[src/pkg/acg_params.svh]
// Constants of the audio clock generator: field positions, ratio limits, scalings
`ifndef ACG_PARAMS_SVH
`define ACG_PARAMS_SVH

// --------------------------------------------------------------------------
// Clock source register and its fields
// --------------------------------------------------------------------------
`define ACG_SRC_REG_IDX      8'd102
`define ACG_DIVSRC_LSB       6
`define ACG_LOOPSRC_LSB      4

// --------------------------------------------------------------------------
// Clock ratios
// --------------------------------------------------------------------------
`define ACG_MCLK_RATIO       32'd256
`define ACG_BYPASS_DIV       32'd128
`define ACG_LOOP_DIV         32'd2048
`define ACG_FRAC_SCALE       32'd10000
`define ACG_CO_GAIN          32'd4
`define ACG_FSREF_LAST       8'hff

// --------------------------------------------------------------------------
// Legal ranges of the programmable ratios
// --------------------------------------------------------------------------
`define ACG_Q_MIN            32'd2
`define ACG_Q_MAX            32'd17
`define ACG_P_MIN            32'd1
`define ACG_P_MAX            32'd8
`define ACG_R_MIN            32'd1
`define ACG_R_MAX            32'd16
`define ACG_J_MIN            32'd1
`define ACG_J_MAX            32'd63
`define ACG_D_MAX            32'd9999
`define ACG_N_MIN            32'd2
`define ACG_N_MAX            32'd17
`define ACG_HALF_MIN         32'd2
`define ACG_HALF_MAX         32'd12

// --------------------------------------------------------------------------
// Frequencies in kHz
// --------------------------------------------------------------------------
`define ACG_CLK_KHZ          32'd25000
`define ACG_MCLK_MIN_KHZ     32'd512
`define ACG_MCLK_MAX_KHZ     32'd50000
`define ACG_PIN_MAX_KHZ      (`ACG_CLK_KHZ / 32'd2)

`endif

[src/pkg/acg_pkg.sv]
// Types shared by the audio clock generator modules
package acg_pkg;

  // Clock source codes of the two select fields
  typedef enum logic [1:0] {
    ACG_SRC_MCLK = 2'h0,
    ACG_SRC_GP2  = 2'h1,
    ACG_SRC_BCLK = 2'h2
  } acg_src_t;

  // Ratio and mode settings driven by the control logic
  typedef struct packed {
    logic        pll_en;
    logic [4:0]  q;
    logic [3:0]  p;
    logic [4:0]  r;
    logic [5:0]  j;
    logic [13:0] d;
    logic [1:0]  m_sel;
    logic [4:0]  n;
    logic        clkout_mux;
    logic        clkout_en;
    logic [3:0]  adc_half;
    logic [3:0]  dac_half;
    logic        adc_dual;
    logic        dac_dual;
    logic        conv_pd;
  } acg_cfg_t;

endpackage : acg_pkg

[src/hw/acg_ratio_div.sv]
// Fractional rate divider: emits add/thr ticks per input event on average
`timescale 1ns/1ns
`include "acg_params.svh"
module acg_ratio_div
  import acg_pkg::*;
(
  // Clock and reset
  input  wire logic        mclk_in,
  input  wire logic        rst_b_in,
  // Input events and rate setting
  input  wire logic        event_in,
  input  wire logic [31:0] add_in,
  input  wire logic [31:0] thr_in,
  // Output pulse
  output logic             tick_out
);

  logic [31:0] credit_reg;
  logic [31:0] credit_next;
  logic        tick_reg;
  logic        tick_next;
  logic [32:0] sum;
  logic        fire;

  // --------------------------------------------------------------------------
  // Credit bucket
  // --------------------------------------------------------------------------
  // Saturate rather than wrap, so an over-fast source loses only the credit above the top
  always_comb
  begin
    sum         = {1'b0, credit_reg} + {1'b0, (event_in ? add_in : 32'h0000_0000)};
    fire        = (thr_in != 32'h0000_0000) && (credit_reg >= thr_in);
    credit_next = (sum[32] ? 32'hffff_ffff : sum[31:0]) - (fire ? thr_in : 32'h0000_0000);
    tick_next   = fire;
  end

  always_ff @(posedge mclk_in or negedge rst_b_in)
  begin
    if (!rst_b_in)
    begin
      credit_reg <= 32'h0000_0000;
      tick_reg   <= 1'b0;
    end
    else
    begin
      credit_reg <= credit_next;
      tick_reg   <= tick_next;
    end
  end

  assign tick_out = tick_reg;
endmodule : acg_ratio_div

[src/hw/acg_clock_gen.sv]
// Audio clock generator: converter master clock, reference rate, clock out pin
`timescale 1ns/1ns
`include "acg_params.svh"

// Operation
// - The converter master clock runs at 256 times the reference sample rate, from an outside clock.
// - With the loop off, the reference rate is the divider source over 128 times Q, Q from 2 to 17.
// - Bits 7 to 6 of the source register pick the divider source: master, bit clock or second pin.
// - With the loop on, the reference rate is source times K times R over 2048 times P.
// - K is an integer part 1 to 63 plus a four-digit decimal fraction 0000 to 9999.
// - Bits 5 to 4 of the source register pick the loop source: master, bit clock, or second pin while the converters are down.
// - With the converters down, a clock on the second pin may pass the loop out to the first pin.
// - With output select 0 and the loop on, the first pin runs at source times 2KR over M N P.
// - With output select 1, the first pin runs at the divider source times 2 over M times N.
// - Converter rates are the reference rate, or twice it, over a half-step ratio from 1 to 6.
module acg_clock_gen
  import acg_pkg::*;
(
  // Clock and reset
  input  wire logic       mclk_in,
  input  wire logic       rst_b_in,
  // Clock pins from outside
  input  wire logic       master_clk_pin_in,
  input  wire logic       bit_clk_pin_in,
  input  wire logic       second_general_pin_in,
  // Settings
  input  wire logic [7:0] clk_src_reg_in,
  input  wire acg_cfg_t   cfg_in,
  // Internal clock events
  output logic            conv_mclk_tick_out,
  output logic            fsref_tick_out,
  output logic            adc_rate_tick_out,
  output logic            dac_rate_tick_out,
  // Clock output pin and loop status
  output logic            first_general_pin_out,
  output logic            first_general_pin_oe_out,
  output logic            loop_active_out
);

  // Clamp a setting into its legal range
  function automatic logic [31:0] clampv(input logic [31:0] v, input logic [31:0] lo, input logic [31:0] hi);
    clampv = (v < lo) ? lo : ((v > hi) ? hi : v);
  endfunction : clampv

  // --------------------------------------------------------------------------
  // Pin synchronisers
  // --------------------------------------------------------------------------
  // Pins above half of mclk_in alias; this model sees at most 12.5 MHz
  logic [2:0] sync1_reg, sync1_next;
  logic [2:0] sync2_reg, sync2_next;
  logic [2:0] hist_reg,  hist_next;
  logic [2:0] pin_edge;
  logic       mclk_edge, bclk_edge, gp2_edge;

  always_comb
  begin
    sync1_next = {second_general_pin_in, bit_clk_pin_in, master_clk_pin_in};
    sync2_next = sync1_reg;
    hist_next  = sync2_reg;
  end

  always_ff @(posedge mclk_in or negedge rst_b_in)
  begin
    if (!rst_b_in)
    begin
      sync1_reg <= 3'h0;
      sync2_reg <= 3'h0;
      hist_reg  <= 3'h0;
    end
    else
    begin
      sync1_reg <= sync1_next;
      sync2_reg <= sync2_next;
      hist_reg  <= hist_next;
    end
  end

  assign pin_edge  = sync2_reg & ~hist_reg;
  assign mclk_edge = pin_edge[0];
  assign bclk_edge = pin_edge[1];
  assign gp2_edge  = pin_edge[2];

  // --------------------------------------------------------------------------
  // Source selection and ratio arithmetic
  // --------------------------------------------------------------------------
  acg_src_t    div_sel, loop_sel;
  logic        divider_source_clock, loop_source_clock;
  logic [31:0] q, p, r, j, d, n, m, k_scaled;
  logic [31:0] master_add, master_thr, co_add, co_thr;
  logic        master_event, co_event;

  always_comb
  begin
    div_sel  = acg_src_t'(clk_src_reg_in[`ACG_DIVSRC_LSB +: 2]);
    loop_sel = acg_src_t'(clk_src_reg_in[`ACG_LOOPSRC_LSB +: 2]);
    // Divider source: master pin, bit clock or second pin
    unique case (div_sel)
      ACG_SRC_GP2:  divider_source_clock = gp2_edge;
      ACG_SRC_BCLK: divider_source_clock = bclk_edge;
      default:      divider_source_clock = mclk_edge;
    endcase
    // Second pin feeds the loop only while the converters are down
    unique case (loop_sel)
      ACG_SRC_BCLK: loop_source_clock = bclk_edge;
      ACG_SRC_GP2:  loop_source_clock = cfg_in.conv_pd ? gp2_edge : mclk_edge;
      default:      loop_source_clock = mclk_edge;
    endcase
    q = clampv(32'(cfg_in.q), `ACG_Q_MIN, `ACG_Q_MAX);
    p = clampv(32'(cfg_in.p), `ACG_P_MIN, `ACG_P_MAX);
    r = clampv(32'(cfg_in.r), `ACG_R_MIN, `ACG_R_MAX);
    j = clampv(32'(cfg_in.j), `ACG_J_MIN, `ACG_J_MAX);
    d = clampv(32'(cfg_in.d), 32'h0000_0000, `ACG_D_MAX);
    n = clampv(32'(cfg_in.n), `ACG_N_MIN, `ACG_N_MAX);
    m = 32'h0000_0001 << cfg_in.m_sel;
    // Multiplier kept as K times ten thousand
    k_scaled = j * `ACG_FRAC_SCALE + d;
    // Master ticks per source edge: K R / (8 P) with the loop, 2 / Q without
    master_event = cfg_in.pll_en ? loop_source_clock : divider_source_clock;
    if (cfg_in.conv_pd)
      master_add = 32'h0000_0000;
    else if (cfg_in.pll_en)
      master_add = k_scaled * r;
    else
      master_add = `ACG_MCLK_RATIO / `ACG_BYPASS_DIV;
    master_thr = cfg_in.pll_en ? (`ACG_LOOP_DIV / `ACG_MCLK_RATIO) * p * `ACG_FRAC_SCALE : q;
    // Pin toggles once per tick, hence the factor of four
    if (!cfg_in.clkout_mux)
    begin
      co_event = loop_source_clock;
      co_add   = cfg_in.pll_en ? k_scaled * r * `ACG_CO_GAIN : 32'h0000_0000;
      co_thr   = p * `ACG_FRAC_SCALE * m * n;
    end
    else
    begin
      co_event = divider_source_clock;
      co_add   = `ACG_CO_GAIN;
      co_thr   = m * n;
    end
  end

  // --------------------------------------------------------------------------
  // Master clock and clock output dividers
  // --------------------------------------------------------------------------
  logic master_tick, co_tick;

  acg_ratio_div u_master_div (
    .mclk_in  (mclk_in),
    .rst_b_in (rst_b_in),
    .event_in (master_event),
    .add_in   (master_add),
    .thr_in   (master_thr),
    .tick_out (master_tick)
  );

  acg_ratio_div u_clkout_div (
    .mclk_in  (mclk_in),
    .rst_b_in (rst_b_in),
    .event_in (co_event),
    .add_in   (co_add),
    .thr_in   (co_thr),
    .tick_out (co_tick)
  );

  // --------------------------------------------------------------------------
  // Reference rate counter and clock output pin
  // --------------------------------------------------------------------------
  logic [7:0] mcnt_reg, mcnt_next;
  logic       fsref_reg, fsref_next;
  logic       pin_reg, pin_next;

  always_comb
  begin
    mcnt_next  = master_tick ? mcnt_reg + 8'h01 : mcnt_reg;
    fsref_next = master_tick && (mcnt_reg == `ACG_FSREF_LAST);
    pin_next   = (co_tick && cfg_in.clkout_en) ? !pin_reg : pin_reg;
  end

  always_ff @(posedge mclk_in or negedge rst_b_in)
  begin
    if (!rst_b_in)
    begin
      mcnt_reg  <= 8'h00;
      fsref_reg <= 1'b0;
      pin_reg   <= 1'b0;
    end
    else
    begin
      mcnt_reg  <= mcnt_next;
      fsref_reg <= fsref_next;
      pin_reg   <= pin_next;
    end
  end

  // --------------------------------------------------------------------------
  // Converter rate dividers, one per converter
  // --------------------------------------------------------------------------
  logic [1:0] rate_tick;
  logic [3:0] half_sel [2];
  logic [1:0] dual_sel;

  assign half_sel[0] = cfg_in.adc_half;
  assign half_sel[1] = cfg_in.dac_half;
  assign dual_sel    = {cfg_in.dac_dual, cfg_in.adc_dual};

  genvar ch;
  generate
    for (ch = 0; ch < 2; ch++)
    begin : g_rate
      // Ratio is held doubled so half steps stay integers
      acg_ratio_div u_rate_div (
        .mclk_in  (mclk_in),
        .rst_b_in (rst_b_in),
        .event_in (fsref_reg),
        .add_in   (dual_sel[ch] ? 32'h0000_0004 : 32'h0000_0002),
        .thr_in   (clampv(32'(half_sel[ch]), `ACG_HALF_MIN, `ACG_HALF_MAX)),
        .tick_out (rate_tick[ch])
      );
    end
  endgenerate

  assign conv_mclk_tick_out       = master_tick;
  assign fsref_tick_out           = fsref_reg;
  assign adc_rate_tick_out        = rate_tick[0];
  assign dac_rate_tick_out        = rate_tick[1];
  assign first_general_pin_out    = pin_reg;
  assign first_general_pin_oe_out = cfg_in.clkout_en;
  assign loop_active_out          = cfg_in.pll_en;
endmodule : acg_clock_gen

[config.mk]
export PLATFORM = sky130hd
export DESIGN_NAME = acg_clock_gen
export DESIGN_NICKNAME = d
export VERILOG_FILES = /design/src/pkg/acg_pkg.sv /design/src/hw/acg_ratio_div.sv /design/src/hw/acg_clock_gen.sv
export VERILOG_INCLUDE_DIRS = /design/src /design/src/pkg
export SDC_FILE = /design/constraint.sdc
export NUM_CORES = 1
export LEC_CHECK = 0
export CAP_MARGIN = 20
export CELL_PAD_IN_SITES_DETAIL_PLACEMENT = 1
export CELL_PAD_IN_SITES_GLOBAL_PLACEMENT = 1
export CORE_ASPECT_RATIO = 1.5
export CORE_MARGIN = 10
export CORE_UTILIZATION = 54
export CTS_CLUSTER_DIAMETER = 200
export DETAILED_ROUTE_END_ITERATION = 12
export DONT_BUFFER_PORTS = 1
export PLACE_DENSITY = 0.95
export SYNTH_ARGS = -nofsm -noshare
export SYNTH_HDL_FRONTEND = slang
export SYNTH_SLANG_ARGS = --single-unit
[constraint.sdc]
create_clock -name mclk_in -period 11.2 [get_ports mclk_in]
set_input_delay 1.68 -clock mclk_in [delete_from_list [all_inputs] [get_ports mclk_in]]
set_output_delay 1.68 -clock mclk_in [all_outputs]
set_load 0.03 [all_outputs]
==> summary.txt, run 1 <==
Die
  – Die Wd: 200 um
  – Rows: 99
  – Die Y: 290 um
  – I/O pin cnt: 75
  – Initial Util: 54.3%

Synth
  – Compound-cell area share of the yosys netlist: 15.7%
  – Cell taking the most area after synthesis: ha_1
  – Ys async rst share: 100%
  – Ys Warns: 0
  – Most instantiated cells after synthesis: ha_1 (400), nand2_1 (361), nor2_1 (337)
  – Most common cell in the netlist: ha_1
  – Mapped cell area: 0.0263 sq mm
  – Syn_area_per_cell: 7.99 sq um
  – Post-Synth Adder-Cell Area: 31.2%
  – Fraction of the mapped netlist area in simple logic gates: 22.7%
  – Top FF cell, synth: dfrtp_1
  – Largest family of logic cells by synthesized area: adder cells
  – XOR/XNOR share of the synthesized area: 9.50%
  – Yosys cell types: 84
  – Post-synth EDFFs: 0
  – Post-synthesis mux area share: 0.638%
  – Top post-synthesis cells by area: ha_1 (19%), dfrtp_1 (14%), fa_1 (12%)
  – Yosys top cell area share: 19.0%
  – Mapped Cells: 3291
  – Sequential share of the synthesized area: 14.4%
  – #FFs+latches synth: 151

CTS
  – H-tree depth: 4
  – Root Driver: clkbuf_16
  – Post-cts hold buffer count: 0
  – Clock Sinks: 151
  – CTS Buf Count: 17
  – Longest Clk Path Bufs: 2

Place
  – Dpl hpwl: 96600 um
  – Dpl cells: 4360
  – RePlAce Congestion: 0.976
  – PortBufs: 0

Outcome
  – Status: stopped before the end
  – Stop err: [ERROR GRT-0116] Global routing finished with congestion. Check the congestion regions in the DRC Viewer.
  – Failing step: 5_1_grt

Global route
  – Vias in the first global route: 46100
  – Largest net degree at the start of global routing: 152
  – Global Route Usage Sum: 81.3%
  – First-pass GRT wire length: 366000 um
  – Gr ovfl total: 1200
==> metal layers <==
metal  overflow  global-route usage (%)
met5          8                    31.1
met4        425                    90.5
met3         15                    68.0
met2        740                    97.4
met1         12                    76.8
==> stage by stage <==
step	setup WS [ns]	area, sq um	hold slack (ns)	util (%)
after CTS	-3.72	34300	0.368	70.9
after detailed placement	-4.84	31400	0.338	64.8
after global placement	-3.54	31400	0.337	64.8
after floorplan	-3.00	27200	0.331	-
==> logic make-up after synthesis <==
logic type / after synthesis
simple gates: 1253
other cells: 2
compound gates: 625
mux: 16
fa+ha+maj: 560
buf+inv: 399
xor+xnor: 285
flops: 151
==> repair_timing <==
action,CTS
setup buffers,106
gates resized for setup,325
pin swaps,214
endpoints found under the setup margin,65
cloned,1
==> run 2: changes to the inputs <==
Settings changed: CELL_PAD_IN_SITES_DETAIL_PLACEMENT 1 to not set, CELL_PAD_IN_SITES_GLOBAL_PLACEMENT 1 to not set, CORE_ASPECT_RATIO 1.5 to not set, CORE_UTILIZATION 54 to 39, CTS_CLUSTER_DIAMETER 200 to not set, PLACE_DENSITY 0.95 to not set, PLACE_DENSITY_LB_ADDON set to 0.15.
==> summary.txt, run 2 <==
CTS
  – Longest Clk Path Bufs: 2 (unchanged)
  – Worst-path clk slew: 0.07 ns
  – Worst skew pair latency: 0.48 ns
  – Clock Sinks: 151 (unchanged)
  – H-tree depth: 4 (unchanged)
  – CTS Buf Count: 17 (unchanged)
  – CTS tree: done
  – Root Driver: clkbuf_16

Drt
  – Drc violations: 0
  – Via density: 5.26
  – Final ANT Viol Nets: 0
  – Vias: 24800
  – Detailed-router iteration count before antenna repair: 5
  – Routed WL per cell: 16.2 um
  – Initial drt markers: 1331
  – Routed wire length: 76700 um

Power and ir drop
  – Leak pwr: 17.0 nW
  – Share of power burned in registers: 10.6%
  – Comb pwr share: 83.0%
  – Switch share: 45.2%
  – PnR Total Power: 10.1 mW
  – PwrDens: 293 mW/mm^2
  – Internal: 5.55 mW
  – VDD IR max: 0.193 mV
  – Clock power share: 6.4%
  – Net switching power: 4.57 mW

Finish
  – Area Overhead vs Synth: 31.6%
  – Fin util: 51.6%
  – Number of flip-flops in the largest register: 64
  – Layout net count: 4463
  – Layout fillers: 6280
  – Design Area, Final: 0.0346 sq mm
  – Final cell count without fillers: 4721
  – ANT cells: 0
  – Most common cell after layout, fill and taps aside: buf_4
  – Share of post-route cells with drive strength above 1: 25.6%
  – Most frequent cells in the layout: buf_4 (576), nand2_1 (344), ha_1 (331), nor2_1 (313), inv_1 (281)

Critical path
  – Crit. End Element: flop
  – CP startpoint kind: primary input
  – CP max-delay cell: fa_1
  – Cell class contributing the biggest share of worst-path delay: adder cells
  – CP max FO: 13
  – WP data arrival: 14.11 ns
  – Crit path required time: 11.59 ns
  – Kind of critical path: in -> reg
  – Buf/Inv on CP: 13
  – Slowest cell delay on critical path: 0.55 ns
  – Most frequent CP cell: ha_4

Synth
  – Cell taking the most area after synthesis: ha_1
  – Yosys top cell area share: 19.0% (unchanged)
  – Most common cell in the netlist: ha_1
  – Top FF cell, synth: dfrtp_1
  – Mapped Cells: 3291 (unchanged)
  – Top post-synthesis cells by area: ha_1 (19%), dfrtp_1 (14%), fa_1 (12%)
  – Mapped cell area: 0.0263 sq mm (unchanged)
  – Ys async rst share: 100% (unchanged)
  – Syn_area_per_cell: 7.99 sq um (unchanged)
  – Sequential share of the synthesized area: 14.4% (unchanged)
  – Most instantiated cells after synthesis: ha_1 (400), nand2_1 (361), nor2_1 (337)
  – #FFs+latches synth: 151 (unchanged)
  – Ys Warns: 0 (unchanged)
  – Yosys cell types: 84 (unchanged)
  – Post-synth EDFFs: 0 (unchanged)

Timing
  – Setup_tns: -66.54 ns
  – Worst-margin pin slew: 0.943 ns
  – Slew margin rel.: 37.0%
  – Max-slew violation count: 0
  – Final WS setup: -2.51 ns
  – Final setup fails: 50
  – Fmax: 0.0729 GHz
  – Unrepaired setup endpoints after global routing: yes
  – Final Cycle Share: 122%
  – Final hold vios: 0
  – Skew final: 0.0136 ns
  – Hold slack: 0.353 ns
  – Tmin final: 13.71 ns

Die
  – Die Y: 280 um (-3.7%)
  – I/O pin cnt: 75 (unchanged)
  – DIE AREA: 0.0782 sq mm
  – Initial Util: 39.2% (-15 points)
  – Core ar.: 0.0670 sq mm
  – Die Wd: 280 um (+40%)
  – Rows: 95 (-4.0%)

Global route
  – Initial antenna violation count: 0
  – Met3 global-route usage: 2.20%
  – Met1 GRT Util: 25.3%
  – Global route hottest layer: met2
  – Global Route Usage Sum: 19.7%
  – Gr ovfl total: 0
  – Largest net degree at the start of global routing: 152
  – Vias in the first global route: 25700
  – Met2 GRT Util: 34.6%
  – First-pass GRT wire length: 128000 um

Outcome
  – Status: finished with violations
  – Failing checks: setup timing

Worst hold path
  – Worst Hold Class: reg -> reg

Place
  – RePlAce Congestion: 0.877 (-10%)
  – Setup slack at placement: -3.59 ns (+1.25 ns)
  – Dpl cells: 4602 (+5.6%)
  – Dpl hpwl: 63000 um (-35%)
  – Area after DPL: 0.0318 sq mm (+1.4%)
  – PortBufs: 0 (unchanged)

Run
  – Max cap viols: 0
[run 2: power groups by stage]
| stage | Sequential, mW | Combinational [mW] | Clock [mW] |
|---|---|---|---|
| after CTS | 1.07 | 8.01 | 0.665 |
| after floorplan | 0.946 | 4.54 | 0 |
| after detailed placement | 1.07 | 7.22 | 0 |
| after global placement | 1.06 | 7.09 | 0 |
| final | 1.07 | 8.40 | 0.645 |
| after global routing | 1.10 | 9.23 | 0.684 |
[run 2: kinds of logic (layout without fill, tap and decap cells)]
logic type | count (synthesis) | in the layout | share of synthesized area [%]
AND/OR/NAND/NOR | 1253 | 1253 | 22.7
AO/OA/AOI/OAI | 625 | 625 | 15.7
adder cells (fa/ha/maj) | 560 | 560 | 31.2
buffers and inverters | 399 | 946 | 5.77
XOR/XNOR | 285 | 285 | 9.50
flip-flops | 151 | 151 | 14.4
multiplexers | 16 | 16 | 0.638
other | 2 | 12 | 0.0286
[run 2: layer usage]
metal / routed length [um] / part of all wire [%] / vias to the layer above
li1: - / - / 12300
met1: 35400 / 46 / 12000
met2: 37400 / 49 / 416
met3: 2490 / 3.2 / 83
met4: 1410 / 1.8 / 0
met5: 0 / 0 / -
[run 2: final timing paths]
| path | endpoint | start | slack [ns] | depth (start not counted) |
|---|---|---|---|---|
| min in group asynchronous | g_rate[1].u_rate_div.tick_out$_DFF_PN0_ | rst_b_in | 0.89 | 0 |
| max in group asynchronous | u_clkout_div.credit_reg[24]$_DFF_PN0_ | rst_b_in | 10.00 | 0 |
| setup / recovery | u_clkout_div.credit_reg[29]$_DFF_PN0_ | cfg_in[48] | -2.51 | 65 |
| setup reg to reg | u_clkout_div.credit_reg[30]$_DFF_PN0_ | hist_next[2]$_DFF_PN0_ | 3.63 | 32 |
| hold / removal | hist_next[1]$_DFF_PN0_ | sync1_reg[1]$_DFF_PN0_ | 0.35 | 0 |
| hold reg to reg | hist_next[1]$_DFF_PN0_ | sync1_reg[1]$_DFF_PN0_ | 0.35 | 0 |
[run 2: what timing repair did]
item                       in CTS  in global routing
setup endpoints to repair      55                 59
gates resized for setup       184                105
pin swaps                     179                108
cloned                          0                  0
setup buffers                  59                 37
hold buffers                    0                  0
[run 2: layout make-up]
cell class              count  area (sq um)  share of cell area, %
multi-input cells        2751         23200                   66.9
repair buffers            611          4760                   13.8
flip-flops and latches    151          3780                   10.9
inverters                 303          1190                   3.43
well taps                 873          1090                   3.16
clock buffers              20           437                   1.26
clock inverters            12           189                  0.546
Power figures use the tool's default switching activity.
==> run 3: changes to the inputs <==
Settings changed: CTS_BUF_LIST set to sky130_fd_sc_hd__clkbuf_16, SLEW_MARGIN set to 20.
==> summary.txt, run 3 (same netlist as run 2, synthesis figures left out) <==
Worst hold path
  – Worst Hold Class: reg -> reg
  – Hold Path Origin: sync1_reg[1]$_DFF_PN0_
  – WHS Endpoint: hist_next[1]$_DFF_PN0_
  – Hold depth: 0 (unchanged)

Power and ir drop
  – Leak pwr: 17.0 nW (about the same)
  – Net switching power: 4.57 mW (about the same)
  – Switch share: 45.2% (about the same)
  – Internal: 5.55 mW (about the same)
  – Comb pwr share: 83.0% (about the same)
  – PwrDens: 293 mW/mm^2 (about the same)
  – Clock power share: 6.4% (about the same)
  – VDD IR max: 0.193 mV (about the same)
  – PnR Total Power: 10.1 mW (about the same)
  – Share of power burned in registers: 10.6% (about the same)

Timing
  – Tmin final: 13.71 ns (-0.000960 ns)
  – Final setup fails: 50 (unchanged)
  – Worst-margin pin slew: 0.942 ns (-0.00174 ns)
  – Final Cycle Share: 122% (about the same)
  – Final WS setup: -2.51 ns (+0.000960 ns)
  – Setup_tns: -66.51 ns (+0.0285 ns)
  – Skew final: 0.0151 ns (+0.00145 ns)
  – Hold slack: 0.353 ns (+0.000253 ns)
  – Max-slew violation count: 0 (unchanged)
  – Fmax: 0.0729 GHz (about the same)
  – Slew margin rel.: 37.1% (+0.12 points)
  – Final hold vios: 0 (unchanged)
  – Unrepaired setup endpoints after global routing: yes

Critical path
  – WP data arrival: 14.10 ns (about the same)
  – Crit. End Element: flop
  – Kind of critical path: in -> reg
  – Reg2reg end: u_clkout_div.credit_reg[30]$_DFF_PN0_
  – Crit path required time: 11.59 ns (about the same)
  – CP max FO: 13 (unchanged)
  – CP max-delay cell: fa_1
  – CP startpoint kind: primary input
  – Reg2reg setup slack: 3.63 ns (about the same)
  – Worst R2R Path Depth: 32 (unchanged)
  – Most frequent CP cell: ha_4
  – Slowest cell delay on critical path: 0.55 ns (about the same)
  – Setup crit start: cfg_in[48]
  – FF-to-FF Start: hist_next[2]$_DFF_PN0_

Finish
  – Final cell count without fillers: 4721 (unchanged)
  – Design Area, Final: 0.0346 sq mm (unchanged)
  – Area Overhead vs Synth: 31.6% (unchanged)
  – Layout fillers: 6280 (unchanged)
  – Layout net count: 4463 (unchanged)
  – Most common cell after layout, fill and taps aside: buf_4
  – Number of flip-flops in the largest register: 64 (unchanged)
  – ANT cells: 0 (unchanged)
  – Most frequent cells in the layout: buf_4 (576), nand2_1 (344), ha_1 (331), nor2_1 (313), inv_1 (284)
  – Share of post-route cells with drive strength above 1: 25.6% (unchanged)

Die
  – Initial Util: 39.2% (unchanged)
  – Rows: 95 (unchanged)
  – Die Y: 280 um (unchanged)
  – I/O pin cnt: 75 (unchanged)
  – Core ar.: 0.0670 sq mm (unchanged)
  – DIE AREA: 0.0782 sq mm (unchanged)
  – Die Wd: 280 um (unchanged)

Drt
  – Initial drt markers: 1351 (+1.5%)
  – Routed wire length: 76700 um (about the same)
  – Via density: 5.26 (about the same)
  – Vias: 24800 (-0.097%)
  – Routed WL per cell: 16.3 um (about the same)
  – Detailed-router iteration count before antenna repair: 5 (unchanged)
  – Drc violations: 0 (unchanged)
  – Final ANT Viol Nets: 0 (unchanged)

CTS
  – CTS tree: done
  – Worst-path clk slew: 0.07 ns (about the same)
  – Root Driver: clkbuf_16
  – H-tree depth: 4 (unchanged)
  – Longest Clk Path Bufs: 2 (unchanged)
  – Clock Sinks: 151 (unchanged)
  – Post-cts hold buffer count: 0 (unchanged)
  – CTS Buf Count: 17 (unchanged)
  – Worst skew pair latency: 0.48 ns (about the same)

Place
  – Area after DPL: 0.0318 sq mm (unchanged)
  – PortBufs: 0 (unchanged)
  – Dpl cells: 4602 (unchanged)
  – Dpl hpwl: 63000 um (unchanged)
  – RePlAce Congestion: 0.877 (unchanged)

Global route
  – Gr ovfl total: 0 (unchanged)
  – Largest net degree at the start of global routing: 152 (unchanged)
  – First-pass GRT wire length: 128000 um (about the same)
  – Global Route Usage Sum: 19.7% (about the same)
  – Initial antenna violation count: 0 (unchanged)
  – Vias in the first global route: 25700 (-0.0039%)

Run
  – Max cap viols: 0 (unchanged)

Outcome
  – Status: finished with violations
  – Failing checks: setup timing
## run 3: cell count changes in the layout (fill, tap and decap cells not counted), sizes merged
cell,before,now
clkbuf,20,17
inv,306,309
## run 3: stage by stage
stage / setup WS, ns / util (%)
floorplan: -3.00 / -
global placement: -3.45 / 47.5
global route: -3.10 / 51.6
detailed placement: -3.59 / 47.5
finish: -2.51 / 51.6
CTS: -2.56 / 50.4
## run 3: layout make-up
class                      count  area (sq um)  area share (%)
sequential                   151          3780            10.9
multi-input combinational   2751         23200            66.9
tap                          873          1090            3.16
clock buffer                  17           425            1.23
inverter                     303          1190            3.43
timing repair buffer         611          4760            13.8
clock inverter                15           200           0.579
## run 3: timing repair
| action | 4_1_cts | 5_1_grt |
|---|---|---|
| gates resized for setup | 184 | 105 |
| endpoints found under the hold margin | 0 | 0 |
| buffers inserted | 59 | 37 |
| endpoints found under the setup margin | 55 | 59 |
| pin swaps | 179 | 108 |
## run 3: critical path, delay by kind of cell
| kind | cells | cell delay (ns) |
|---|---|---|
| and+or+nand+nor | 15 | 2.39 |
| buffers and inverters | 13 | 1.32 |
| muxes | 1 | 0.31 |
| AOI/OAI and AO/OA | 18 | 2.82 |
| xor gates and xnor gates | 2 | 0.23 |
| adders and majority gates | 16 | 5.33 |
## run 3: layer usage
metal | GRT usage, % | wire length (um)
met5 | 0 | 0
met4 | 4.66 | 1380
met3 | 2.20 | 2380
met2 | 34.6 | 37400
met1 | 25.3 | 35500
## run 3: worst max path at each step
stage                                            endpoint  slack [ns]  cells past startpoint
CTS                 u_clkout_div.credit_reg[30]$_DFF_PN0_       -2.56                     63
global route        u_clkout_div.credit_reg[30]$_DFF_PN0_       -3.10                     65
detailed placement  u_clkout_div.credit_reg[30]$_DFF_PN0_       -3.59                     63
finish              u_clkout_div.credit_reg[29]$_DFF_PN0_       -2.51                     65
floorplan           u_clkout_div.credit_reg[30]$_DFF_PN0_       -3.00                     62
global placement    u_clkout_div.credit_reg[30]$_DFF_PN0_       -3.45                     64
## run 3: power by group through the flow
stage,Combinational (mW),Sequential [mW],Clock (mW)
2_1_floorplan,4.54,0.946,0
3_3_place_gp,7.09,1.06,0
3_5_place_dp,7.22,1.07,0
4_1_cts,8.01,1.07,0.663
5_1_grt,9.23,1.10,0.682
6_report,8.40,1.07,0.643
